## src/hw/sys_irq_consts.svh

```systemverilog
`ifndef SYS_IRQ_CONSTS_SVH
`define SYS_IRQ_CONSTS_SVH
// Register byte offsets
`define REG_PENDING   8'h00
`define REG_MASK      8'h04
`define REG_ROUTE     8'h08
`define REG_FAST_VEC  8'h0C
`define REG_NORM_VEC  8'h10
`define REG_SW_TRIG   8'h14
`define REG_CFG_FIRST 8'h20
`define REG_FLASH_BASE 8'h20
`define REG_FLASH_SIZE 8'h24
`define REG_ROM_BASE  8'h28
`define REG_ROM_SIZE  8'h2C
`define REG_RAM_BASE  8'h30
`define REG_RAM_SIZE  8'h34
`define REG_PER_BASE  8'h38
`define REG_PROT_ALLOW 8'h3C
`define REG_PROT_CTRL 8'h40
// Reset values
`define RST_FLASH_BASE 32'h0001_0000
`define RST_FLASH_SIZE 4'h5
`define RST_ROM_BASE  32'h0000_0000
`define RST_ROM_SIZE  4'h6
`define RST_RAM_BASE  32'h0001_9000
`define RST_RAM_SIZE  4'h2
`define RST_PER_BASE  32'hFFF7_E000
`define RST_ALLOW     11'h7FF
// Decode geometry
`define WIN_UNIT      32'h0000_0400
`define SIZE_MAX      4'hE
`define PER_LSB       13
// Channel map
`define CH_BROWNOUT   0
`define CH_EXT_PIN    1
`define CH_WD_EXPIRY  2
`define CH_WD_HALF    3
`define CH_SER_ERR    4
`define CH_SER_FIRST  5
`define CH_PMBUS      9
`define CH_ADC_THR    10
`define CH_FE_FIRST   11
`define CH_TPWM_FIRST 14
`define CH_LT_WRAP    18
`define CH_LT_FIRST   19
`define CH_PCM        23
`define CH_ADC_DONE   24
`define CH_FAULT_MUX  25
`define CH_PWM_FIRST  26
`define CH_FAULT_PIN  30
`define CH_SOFTWARE   31
// Bus responses
`define RESP_OKAY     2'h0
`define RESP_SLVERR   2'h2
`endif

```

## src/hw/sys_irq_pkg.sv

```systemverilog
package sys_irq_pkg;
  typedef enum logic [1:0] {
    PH_COLLECT = 2'b00,
    PH_STALL   = 2'b01,
    PH_RESP    = 2'b10
  } axi_phase_type;
endpackage

```

## src/hw/system_interrupt_and_decode.sv

```systemverilog
// What this block does
// - Thirty-two independent request channels are latched as pending.
// - Two processor request levels, fast above normal.
// - Per level, a readable index of the highest pending channel.
// - Precedence rises with channel number; 31 highest, 0 lowest.
// - Each channel has its own mask; masked channels signal nothing.
// - Channels 0-3: brownout, external pin, watchdog expiry, watchdog halfway.
// - Channel 4 serial errors, 5-8 serial rx/tx, 9 PMBus, 10 ADC threshold, 11-13 front ends.
// - Channels 14-17: timer PWM units 3 down to 0.
// - Channels 18-22 long timer events, 23 power/current mode, 24 ADC done.
// - Channels 26-29: pulse-width modulator units 3 down to 0.
// - Channel 25 fault mux, 30 fault pin, 31 software trigger.
// - Flash, ROM, RAM selects with configurable base and 1 kB to 16 MB size.
// - Accesses to decoder configuration take one extra wait state.
// - Decoder configuration writes are ignored unless privileged.
// - Eight peripheral selects of 1 kB each; peripheral cycles are extended.
// - Per-module user permission; illegal access raises fault or reset.
`include "sys_irq_consts.svh"
`timescale 1ns/100ps
`default_nettype none
module system_interrupt_and_decode #(
  parameter int ADDR_W = 8
) (
  input  wire logic                aclk,
  input  wire logic                aresetn,
  input  wire logic [ADDR_W-1:0]   awaddr,
  input  wire logic [2:0]          awprot,
  input  wire logic                awvalid,
  output logic                     awready,
  input  wire logic [31:0]         wdata,
  input  wire logic [3:0]          wstrb,
  input  wire logic                wvalid,
  output logic                     wready,
  output logic [1:0]               bresp,
  output logic                     bvalid,
  input  wire logic                bready,
  input  wire logic [ADDR_W-1:0]   araddr,
  input  wire logic [2:0]          arprot,
  input  wire logic                arvalid,
  output logic                     arready,
  output logic [31:0]              rdata,
  output logic [1:0]               rresp,
  output logic                     rvalid,
  input  wire logic                rready,
  input  wire logic                brownout_request,
  input  wire logic                ext_pin_request,
  input  wire logic                watchdog_expiry_request,
  input  wire logic                watchdog_halfway_request,
  input  wire logic                serial_error_request,
  input  wire logic [3:0]          serial_data_request,
  input  wire logic                pmbus_request,
  input  wire logic                adc_threshold_request,
  input  wire logic [2:0]          front_end_request,
  input  wire logic [3:0]          timer_pwm_request,
  input  wire logic                long_timer_wrap_request,
  input  wire logic [3:0]          long_timer_event_request,
  input  wire logic                power_current_mode_request,
  input  wire logic                adc_done_request,
  input  wire logic                fault_mux_request,
  input  wire logic [3:0]          pwm_unit_request,
  input  wire logic                fault_pin_request,
  output logic                     fast_irq_level,
  output logic                     normal_irq_level,
  input  wire logic [31:0]         cpu_addr,
  input  wire logic                cpu_access,
  input  wire logic                cpu_user,
  output logic [2:0]               mem_sel,
  output logic [7:0]               periph_sel,
  output logic                     periph_wait,
  output logic                     prot_fault,
  output logic                     prot_reset
);
  import sys_irq_pkg::*;

  generate
    if (ADDR_W < 8 || ADDR_W > 32) begin : bad_width
      $error("ADDR_W must lie between 8 and 32");
    end
  endgenerate

  function automatic logic [5:0] top_channel(input logic [31:0] v);
    logic [5:0] r;
    r = 6'h00;
    for (int i = 0; i < 32; i++) begin
      if (v[i]) begin
        r = {1'b1, 5'(i)};
      end
    end
    return r;
  endfunction

  function automatic logic [31:0] lanes(input logic [3:0] s);
    return {{8{s[3]}}, {8{s[2]}}, {8{s[1]}}, {8{s[0]}}};
  endfunction

  function automatic logic in_window(input logic [31:0] a, input logic [31:0] b,
                                     input logic [3:0] sz);
    logic [31:0] span;
    span = `WIN_UNIT << sz;
    return ((a ^ b) & ~(span - 32'h1)) == 32'h0;
  endfunction

  function automatic logic is_cfg(input logic [7:0] a);
    return a >= `REG_CFG_FIRST;
  endfunction

  logic [31:0]   pending;
  logic [31:0]   mask;
  logic [31:0]   route;
  logic [31:0]   mem_base [3];
  logic [3:0]    mem_size [3];
  logic [31:0]   periph_base;
  logic [10:0]   allow;
  logic          prot_to_reset;
  logic [5:0]    fast_vec;
  logic [5:0]    normal_vec;
  logic [31:0]   raw;
  logic [31:0]   clear;
  axi_phase_type wr_phase;
  axi_phase_type rd_phase;
  logic          aw_have;
  logic          w_have;
  logic          ar_have;
  logic [7:0]    aw_off;
  logic          aw_priv;
  logic [31:0]   w_word;
  logic [3:0]    w_lanes;
  logic [7:0]    ar_off;
  logic          wr_fire;
  logic          wr_known;
  logic          wr_en;
  logic [31:0]   rd_word;
  logic          rd_known;
  logic [2:0]    mem_hit;
  logic [7:0]    per_hit;
  logic          violation;

  // Request assembly
  always_comb begin
    raw = 32'h0;
    raw[`CH_BROWNOUT] = brownout_request;
    raw[`CH_EXT_PIN] = ext_pin_request;
    raw[`CH_WD_EXPIRY] = watchdog_expiry_request;
    raw[`CH_WD_HALF] = watchdog_halfway_request;
    raw[`CH_SER_ERR] = serial_error_request;
    raw[`CH_SER_FIRST +: 4] = serial_data_request;
    raw[`CH_PMBUS] = pmbus_request;
    raw[`CH_ADC_THR] = adc_threshold_request;
    raw[`CH_FE_FIRST +: 3] = front_end_request;
    for (int u = 0; u < 4; u++) begin
      raw[`CH_TPWM_FIRST + 3 - u] = timer_pwm_request[u];
      raw[`CH_PWM_FIRST + 3 - u] = pwm_unit_request[u];
    end
    raw[`CH_LT_WRAP] = long_timer_wrap_request;
    raw[`CH_LT_FIRST +: 4] = long_timer_event_request;
    raw[`CH_PCM] = power_current_mode_request;
    raw[`CH_ADC_DONE] = adc_done_request;
    raw[`CH_FAULT_MUX] = fault_mux_request;
    raw[`CH_FAULT_PIN] = fault_pin_request;
    raw[`CH_SOFTWARE] = wr_en && aw_off == `REG_SW_TRIG && w_word[0];
    clear = (wr_en && aw_off == `REG_PENDING) ? (w_word & lanes(w_lanes)) : 32'h0;
  end

  // Write decode
  always_comb begin
    wr_fire = (wr_phase == PH_COLLECT && aw_have && w_have && !is_cfg(aw_off))
              || wr_phase == PH_STALL;
    unique case (aw_off)
      `REG_PENDING, `REG_MASK, `REG_ROUTE, `REG_SW_TRIG, `REG_FLASH_BASE,
      `REG_FLASH_SIZE, `REG_ROM_BASE, `REG_ROM_SIZE, `REG_RAM_BASE, `REG_RAM_SIZE,
      `REG_PER_BASE, `REG_PROT_ALLOW, `REG_PROT_CTRL: wr_known = 1'b1;
      default: wr_known = 1'b0;
    endcase
    wr_en = wr_fire && wr_known && (!is_cfg(aw_off) || aw_priv);
  end

  // Pending latch, set wins over clear
  always_ff @(posedge aclk) begin
    if (!aresetn) begin
      pending <= 32'h0;
    end else begin
      pending <= (pending & ~clear) | raw;
    end
  end

  // Configuration registers
  always_ff @(posedge aclk) begin
    if (!aresetn) begin
      mask <= 32'h0;
      route <= 32'h0;
      mem_base[0] <= `RST_FLASH_BASE;
      mem_size[0] <= `RST_FLASH_SIZE;
      mem_base[1] <= `RST_ROM_BASE;
      mem_size[1] <= `RST_ROM_SIZE;
      mem_base[2] <= `RST_RAM_BASE;
      mem_size[2] <= `RST_RAM_SIZE;
      periph_base <= `RST_PER_BASE;
      allow <= `RST_ALLOW;
      prot_to_reset <= 1'b0;
    end else if (wr_en) begin
      unique case (aw_off)
        `REG_MASK: mask <= (mask & ~lanes(w_lanes)) | (w_word & lanes(w_lanes));
        `REG_ROUTE: route <= (route & ~lanes(w_lanes)) | (w_word & lanes(w_lanes));
        `REG_FLASH_BASE: mem_base[0] <= w_word;
        `REG_ROM_BASE: mem_base[1] <= w_word;
        `REG_RAM_BASE: mem_base[2] <= w_word;
        `REG_FLASH_SIZE: mem_size[0] <= w_word[3:0] > `SIZE_MAX ? `SIZE_MAX : w_word[3:0];
        `REG_ROM_SIZE: mem_size[1] <= w_word[3:0] > `SIZE_MAX ? `SIZE_MAX : w_word[3:0];
        `REG_RAM_SIZE: mem_size[2] <= w_word[3:0] > `SIZE_MAX ? `SIZE_MAX : w_word[3:0];
        `REG_PER_BASE: periph_base <= w_word;
        `REG_PROT_ALLOW: allow <= w_word[10:0];
        `REG_PROT_CTRL: prot_to_reset <= w_word[0];
        default: ;
      endcase
    end
  end

  // Level outputs and vector indices
  always_ff @(posedge aclk) begin
    if (!aresetn) begin
      fast_irq_level <= 1'b0;
      normal_irq_level <= 1'b0;
      fast_vec <= 6'h00;
      normal_vec <= 6'h00;
    end else begin
      fast_irq_level <= |(pending & mask & route);
      normal_irq_level <= |(pending & mask & ~route);
      fast_vec <= top_channel(pending & mask & route);
      normal_vec <= top_channel(pending & mask & ~route);
    end
  end

  // Write channel
  always_ff @(posedge aclk) begin
    if (!aresetn) begin
      wr_phase <= PH_COLLECT;
      awready <= 1'b1;
      wready <= 1'b1;
      aw_have <= 1'b0;
      w_have <= 1'b0;
      aw_off <= 8'h00;
      aw_priv <= 1'b0;
      w_word <= 32'h0;
      w_lanes <= 4'h0;
      bvalid <= 1'b0;
      bresp <= `RESP_OKAY;
    end else begin
      if (awvalid && awready) begin
        aw_have <= 1'b1;
        awready <= 1'b0;
        aw_off <= awaddr[7:0];
        aw_priv <= awprot[0];
      end
      if (wvalid && wready) begin
        w_have <= 1'b1;
        wready <= 1'b0;
        w_word <= wdata;
        w_lanes <= wstrb;
      end
      unique case (wr_phase)
        PH_COLLECT: if (aw_have && w_have) begin
          wr_phase <= is_cfg(aw_off) ? PH_STALL : PH_RESP;
        end
        PH_STALL: wr_phase <= PH_RESP;
        PH_RESP: if (bvalid && bready) begin
          wr_phase <= PH_COLLECT;
          aw_have <= 1'b0;
          w_have <= 1'b0;
          awready <= 1'b1;
          wready <= 1'b1;
        end
        default: wr_phase <= PH_COLLECT;
      endcase
      if (wr_fire) begin
        bvalid <= 1'b1;
        bresp <= wr_en ? `RESP_OKAY : `RESP_SLVERR;
      end else if (bvalid && bready) begin
        bvalid <= 1'b0;
      end
    end
  end

  // Read decode
  always_comb begin
    rd_known = 1'b1;
    unique case (ar_off)
      `REG_PENDING: rd_word = pending;
      `REG_MASK: rd_word = mask;
      `REG_ROUTE: rd_word = route;
      `REG_FAST_VEC: rd_word = {23'h0, fast_vec[5], 3'h0, fast_vec[4:0]};
      `REG_NORM_VEC: rd_word = {23'h0, normal_vec[5], 3'h0, normal_vec[4:0]};
      `REG_SW_TRIG: rd_word = 32'h0;
      `REG_FLASH_BASE: rd_word = mem_base[0];
      `REG_FLASH_SIZE: rd_word = {28'h0, mem_size[0]};
      `REG_ROM_BASE: rd_word = mem_base[1];
      `REG_ROM_SIZE: rd_word = {28'h0, mem_size[1]};
      `REG_RAM_BASE: rd_word = mem_base[2];
      `REG_RAM_SIZE: rd_word = {28'h0, mem_size[2]};
      `REG_PER_BASE: rd_word = periph_base;
      `REG_PROT_ALLOW: rd_word = {21'h0, allow};
      `REG_PROT_CTRL: rd_word = {31'h0, prot_to_reset};
      default: begin
        rd_word = 32'h0;
        rd_known = 1'b0;
      end
    endcase
  end

  // Read channel
  always_ff @(posedge aclk) begin
    if (!aresetn) begin
      rd_phase <= PH_COLLECT;
      arready <= 1'b1;
      ar_have <= 1'b0;
      ar_off <= 8'h00;
      rvalid <= 1'b0;
      rdata <= 32'h0;
      rresp <= `RESP_OKAY;
    end else begin
      if (arvalid && arready) begin
        ar_have <= 1'b1;
        arready <= 1'b0;
        ar_off <= araddr[7:0];
      end
      unique case (rd_phase)
        PH_COLLECT: if (ar_have) begin
          rd_phase <= is_cfg(ar_off) ? PH_STALL : PH_RESP;
        end
        PH_STALL: rd_phase <= PH_RESP;
        PH_RESP: if (rvalid && rready) begin
          rd_phase <= PH_COLLECT;
          ar_have <= 1'b0;
          arready <= 1'b1;
        end
        default: rd_phase <= PH_COLLECT;
      endcase
      if ((rd_phase == PH_COLLECT && ar_have && !is_cfg(ar_off)) || rd_phase == PH_STALL) begin
        rvalid <= 1'b1;
        rdata <= rd_word;
        rresp <= rd_known ? `RESP_OKAY : `RESP_SLVERR;
      end else if (rvalid && rready) begin
        rvalid <= 1'b0;
      end
    end
  end

  // Processor-side decode and protection
  always_comb begin
    for (int m = 0; m < 3; m++) begin
      mem_hit[m] = in_window(cpu_addr, mem_base[m], mem_size[m]);
    end
    per_hit = 8'h00;
    if (cpu_addr[31:`PER_LSB] == periph_base[31:`PER_LSB]) begin
      per_hit[cpu_addr[`PER_LSB-1 -: 3]] = 1'b1;
    end
    violation = cpu_access && ({per_hit, mem_hit} == 11'h0
                || (cpu_user && ({per_hit, mem_hit} & ~allow) != 11'h0));
  end

  always_ff @(posedge aclk) begin
    if (!aresetn) begin
      mem_sel <= 3'h0;
      periph_sel <= 8'h00;
      periph_wait <= 1'b0;
      prot_fault <= 1'b0;
      prot_reset <= 1'b0;
    end else begin
      mem_sel <= cpu_access ? mem_hit : 3'h0;
      periph_sel <= cpu_access ? per_hit : 8'h00;
      periph_wait <= cpu_access && per_hit != 8'h00 && !periph_wait;
      prot_fault <= violation && !prot_to_reset;
      prot_reset <= violation && prot_to_reset;
    end
  end

  fast_level_a: assert property (@(posedge aclk) disable iff (!aresetn)
    |(pending & mask & route) |=> fast_irq_level) else $error("fast level missing");
  normal_level_a: assert property (@(posedge aclk) disable iff (!aresetn)
    |(pending & mask & ~route) |=> normal_irq_level) else $error("normal level missing");
  mask_quiet_a: assert property (@(posedge aclk) disable iff (!aresetn)
    (pending & mask) == 32'h0 |=> !fast_irq_level && !normal_irq_level)
    else $error("masked channel signalled");
  fast_top_a: assert property (@(posedge aclk) disable iff (!aresetn)
    fast_vec[5] |-> (($past(pending) & $past(mask) & $past(route)) >> fast_vec[4:0]) == 32'h1)
    else $error("fast index not highest");
  pend_latch_a: assert property (@(posedge aclk) disable iff (!aresetn)
    raw != 32'h0 |=> (pending & $past(raw)) == $past(raw)) else $error("request lost");
  cfg_stall_a: assert property (@(posedge aclk) disable iff (!aresetn)
    wr_phase == PH_COLLECT && aw_have && w_have && is_cfg(aw_off)
    |=> !bvalid ##1 bvalid) else $error("wait state missing");
  user_block_a: assert property (@(posedge aclk) disable iff (!aresetn)
    wr_fire && is_cfg(aw_off) && !aw_priv |=> $stable(mem_base[0]) && bresp == `RESP_SLVERR)
    else $error("user write accepted");
  prot_out_a: assert property (@(posedge aclk) disable iff (!aresetn)
    violation |=> (prot_fault != prot_reset)) else $error("violation not raised");
  periph_one_a: assert property (@(posedge aclk) disable iff (!aresetn)
    cpu_access && per_hit != 8'h00 |=> $onehot(periph_sel) && (periph_wait != $past(periph_wait)))
    else $error("peripheral select wrong");
  sw_trig_a: assert property (@(posedge aclk) disable iff (!aresetn)
    raw[`CH_SOFTWARE] |=> pending[`CH_SOFTWARE]) else $error("software request lost");

  both_levels_c: cover property (@(posedge aclk) fast_irq_level && normal_irq_level);
  sw_irq_c: cover property (@(posedge aclk) raw[`CH_SOFTWARE] ##2 normal_irq_level);
  stall_c: cover property (@(posedge aclk) rd_phase == PH_STALL);
  fault_c: cover property (@(posedge aclk) prot_fault);
endmodule
`default_nettype wire

```

## config.mk

```make
export PLATFORM = sky130hd
export DESIGN_NAME = system_interrupt_and_decode
export DESIGN_NICKNAME = d
export VERILOG_FILES = /design/src/hw/sys_irq_pkg.sv /design/src/hw/system_interrupt_and_decode.sv
export VERILOG_INCLUDE_DIRS = /design/src /design/src/hw
export SDC_FILE = /design/constraint.sdc
export NUM_CORES = 1
export LEC_CHECK = 0
export ABC_AREA = 1
export BUFFER_PORTS_ARGS = -buffer_cell sky130_fd_sc_hd__buf_2
export CORE_MARGIN = 2
export CORE_UTILIZATION = 39
export CTS_CLUSTER_SIZE = 24
export DETAILED_ROUTE_END_ITERATION = 7
export SLEW_MARGIN = 25
export SYNTH_ARGS = -nofsm -noshare
export SYNTH_HDL_FRONTEND = slang
export SYNTH_SLANG_ARGS = --single-unit
```

## constraint.sdc

```tcl
create_clock -name aclk -period 4.8 [get_ports aclk]
set_input_delay 1.2 -clock aclk [delete_from_list [all_inputs] [get_ports aclk]]
set_output_delay 1.2 -clock aclk [all_outputs]
set_load 0.03 [all_outputs]
```

==> metrics.md <==
| Metric | Value |
|---|---|
| Status | finished clean |
| Global-route wire length before repair | between 90,000 and 100,000 µm |
| Worst skew pair latency | between 0.5 and 0.6 ns |
| Die H | 216 µm |
| Count leader, synth | nand2_1 |
| Ys Warns | 0 |
| Async set-reset flop share out of synthesis | 0 |
| Reg2reg path depth | 14 |
| Crit start category | register |
| H-tree depth | 2 |
| Critical setup path kind | register to register |
| Adder-Cell Fraction of Synth Area | 0.00214 |
| Top_reg_cell synth | dfxtp_1 |
| Hold Fails Final Rpt | 0 |
| CTS Hold Bufs | 0 |
| Post-route ant nets | 0 |
| Area of the multi-input gates | ~7400 µm² |
| Largest cells by area after synthesis | dfxtp_1 31%, edfxtp_1 19%, nand2_1 7.8%, a21oi_1 6.5%, inv_1 6.2% |
| CTS sink cnt | 375 |
| HP Start | prot_to_reset |
| P_leak | between 0.008 and 0.009 µW |
| Register area share after synthesis | 0.490 |
| Floorplan row count | slightly below 80 |
| I/O pin count | about 190 |
| HPWL after DPL | 45,200 µm |
| Via density | 5.46 |
| RD Place Congestion | between 0.9 and 1 |
| Biggest area consumer among synthesized cells | dfxtp_1 |
| Clock buffer depth | 3 |
| Required time worst endpoint | 5.31 ns |
| Die span in x | about 220 µm |
| Initial antenna violation count | 11 |
| Final hold slack | 0.408 ns |
| Post-CTS sizing | 0 |
| Filler cells | between 4,000 and 5,000 |
| Flop2flop setup slack | between 1 and 1.5 ns |
| Register area | between 8000 and 9000 µm² |
| Xor/xnor share of the synthesized area | 0.0310 |
| Placeable Area | 44,300 µm² |
| Synth top area share | 0.305 |
| Avg WL per Cell | roughly 21 µm |
| Number of synthesized flops with an enable pin | about 110 |
| Peak Freq | about 290 MHz |
| CTS buffer count | 42 |
| Synthesized-area fraction occupied by and/or/nand/nor cells | 0.182 |
| Minimum clock period | about 3.4 ns |
| Remaining global-route overflow | 0 |
| Post-CTS Repair Setup Buffers | 0 |
| Post-Syn Area per Cell | about 8.0 µm² |
| Worst slew pin tran | between 1 and 1.5 ns |
| DR iter-0 viols | 1,449 |
| Vias in the first global route | 15,500 |
| R2R Path End | prot_reset |
| Unique masters post-synth | just over 60 |
| Tot GR Track Use | 0.263 |
| Starting Density | 0.395 |
| Die footprint | 46,600 µm² |
| Hold Path End | prot_fault |
| Maximum vdd drop | approximately 0.22 mV |
| Commonest cells in the synthesized netlist | 363 x nand2_1, 289 x inv_1, 267 x dfxtp_1 |
| DR pass1 iterations | 6 |
| Area growth syn-to-layout | 17.4% |
| Setup TNS | 0 ns |
| Hold path depth | 1 |
| Post-synthesis cell count | between 2,000 and 2,500 |
| Mapped Area | around 18,000 µm² |
| Max_slew headroom | 0.297 |
| Final wirelength | ~63,000 µm |
| Post-synthesis mux area share | 0 |
| Via count | 16,300 |
| Root buffer cell | clkbuf_16 |
| Reg clk slew, reported paths | 0.06 ns |
| Final nets | around 2,500 |
| Final period util | 0.716 |
| CP Capture Type | register |
| Final Skew | between 0.015 and 0.02 ns |
| Power per cell area | 374 nW/µm² |
| Port buffer count | roughly 170 |
| Data arrival, critical path | a little under 4 ns |
| Max_cap viols | 0 |
| DRC viols | 0 |
| Ratio of cells with drive above 1 in the final layout | 0.138 |
| Critical path peak fanout | 8 |
| RSZ-0062 raised after global routing | no |
| Yosys reg bits | ~380 |
| Compound-Gate Fraction of Synth Area | 0.205 |
| Count of final setup violators | 0 |
| Main combinational cell family by area after synthesis | compound AO/OA/AOI/OAI gates |
| Largest net degree at the start of global routing | 154 |
| Max Slew Vio Count | 0 |
| R2r startpoint | mem_size[0][1] |
| Hold Path Class | register to register |
| CTS tree | yes |
-- cells by family (layout without fill, tap and decap cells) --
family | count (synthesis) | count (layout)
buffers and inverters | 407 | 586
flip-flops | 375 | 375
AND/OR/NAND/NOR | 744 | 744
other | 1 | 7
adder cells (fa/ha/maj) | 3 | 3
AO/OA/AOI/OAI | 606 | 606
XOR/XNOR | 62 | 62
-- where the power goes --
group	switching, µW	total (µW)	internal, µW
sequential	89.9	3450	3360
clock	1380	3570	2180
combinational	478	674	196
total	1950	7690	5740
-- layout make-up --
type | instances | area share
antenna | 5 | 0.000608
timing repair buffer | 195 | 0.0519
inverter | 313 | 0.0573
sequential | 375 | 0.417
tap | 592 | 0.0360
clock buffer | 61 | 0.0693
multi-input combinational | 1417 | 0.360
clock inverter | 17 | 0.00736
-- through the flow --
stage	worst slack (ns)	total power, µW	instance area [µm²]	instances	utilization
final	1.36	7690	20600	2975	0.464
after global routing	1.15	7920	20600	2973	0.464
after CTS	1.37	7730	20600	2970	0.464
after detailed placement	1.00	4180	19000	2892	0.428
after global placement	1.05	4170	19000	2892	0.428
after floorplan	0.675	3890	17500	2199	-
-- worst max-delay path, cell delays in order, from the launching register on --
cell      delay [ns]
edfxtp_1        0.56
nor2_1          0.29
nand2_1         0.12
ha_1            0.30
a32o_1          0.24
nor4_1          0.39
nand3_1         0.13
nor3_1          0.18
nor3b_1         0.54
inv_1           0.17
o21ai_1         0.17
o41ai_1         0.08
nand2_1         0.06
nand2_1         0.08
nor2_1          0.09
-- how the worst max path moves through the flow --
| stage | endpoint | from |
|---|---|---|
| after CTS | prot_reset | mem_size[0][3] |
| after floorplan | mem_base[0][0] | aw_off[6] |
| after detailed placement | prot_reset | cpu_addr[11] |
| after global placement | prot_fault | cpu_addr[11] |
| final | prot_reset | mem_size[0][1] |
| after global routing | prot_reset | mem_size[0][1] |
-- routing by layer --
metal  vias up  track usage  part of all wire
li1       7781            -                 -
met1      7736        0.346              0.44
met2       598        0.434              0.46
met3       125       0.0526             0.074
met4        10       0.0849             0.026
met5         -            0            0.0010
-- cell usage in the layout (no fill, tap or decap), types with 5 or more instances in the layout --
master     instances
nor2_2            11
o221ai_1           5
clkbuf_16         53
nor4_1            12
xor2_1            34
dfxtp_1          267
o2111ai_1         21
diode_2            5
or2_2              6
clkinv_2          10
edfxtp_1         108
nor2_1           173
a211oi_1           6
nor3_1            55
buf_4             25
clkbuf_8           7
a221oi_1          22
buf_2            168
nand2_1          362
inv_1            288
o211ai_1          33
nand4_1           15
o21ai_0          171
clkinv_1           7
inv_2             16
o22ai_1           33
xnor2_1           28
o21ai_1            8
o31ai_1           44
a21oi_1          226
nand3_1           92
(Power assumes the default switching activity.)
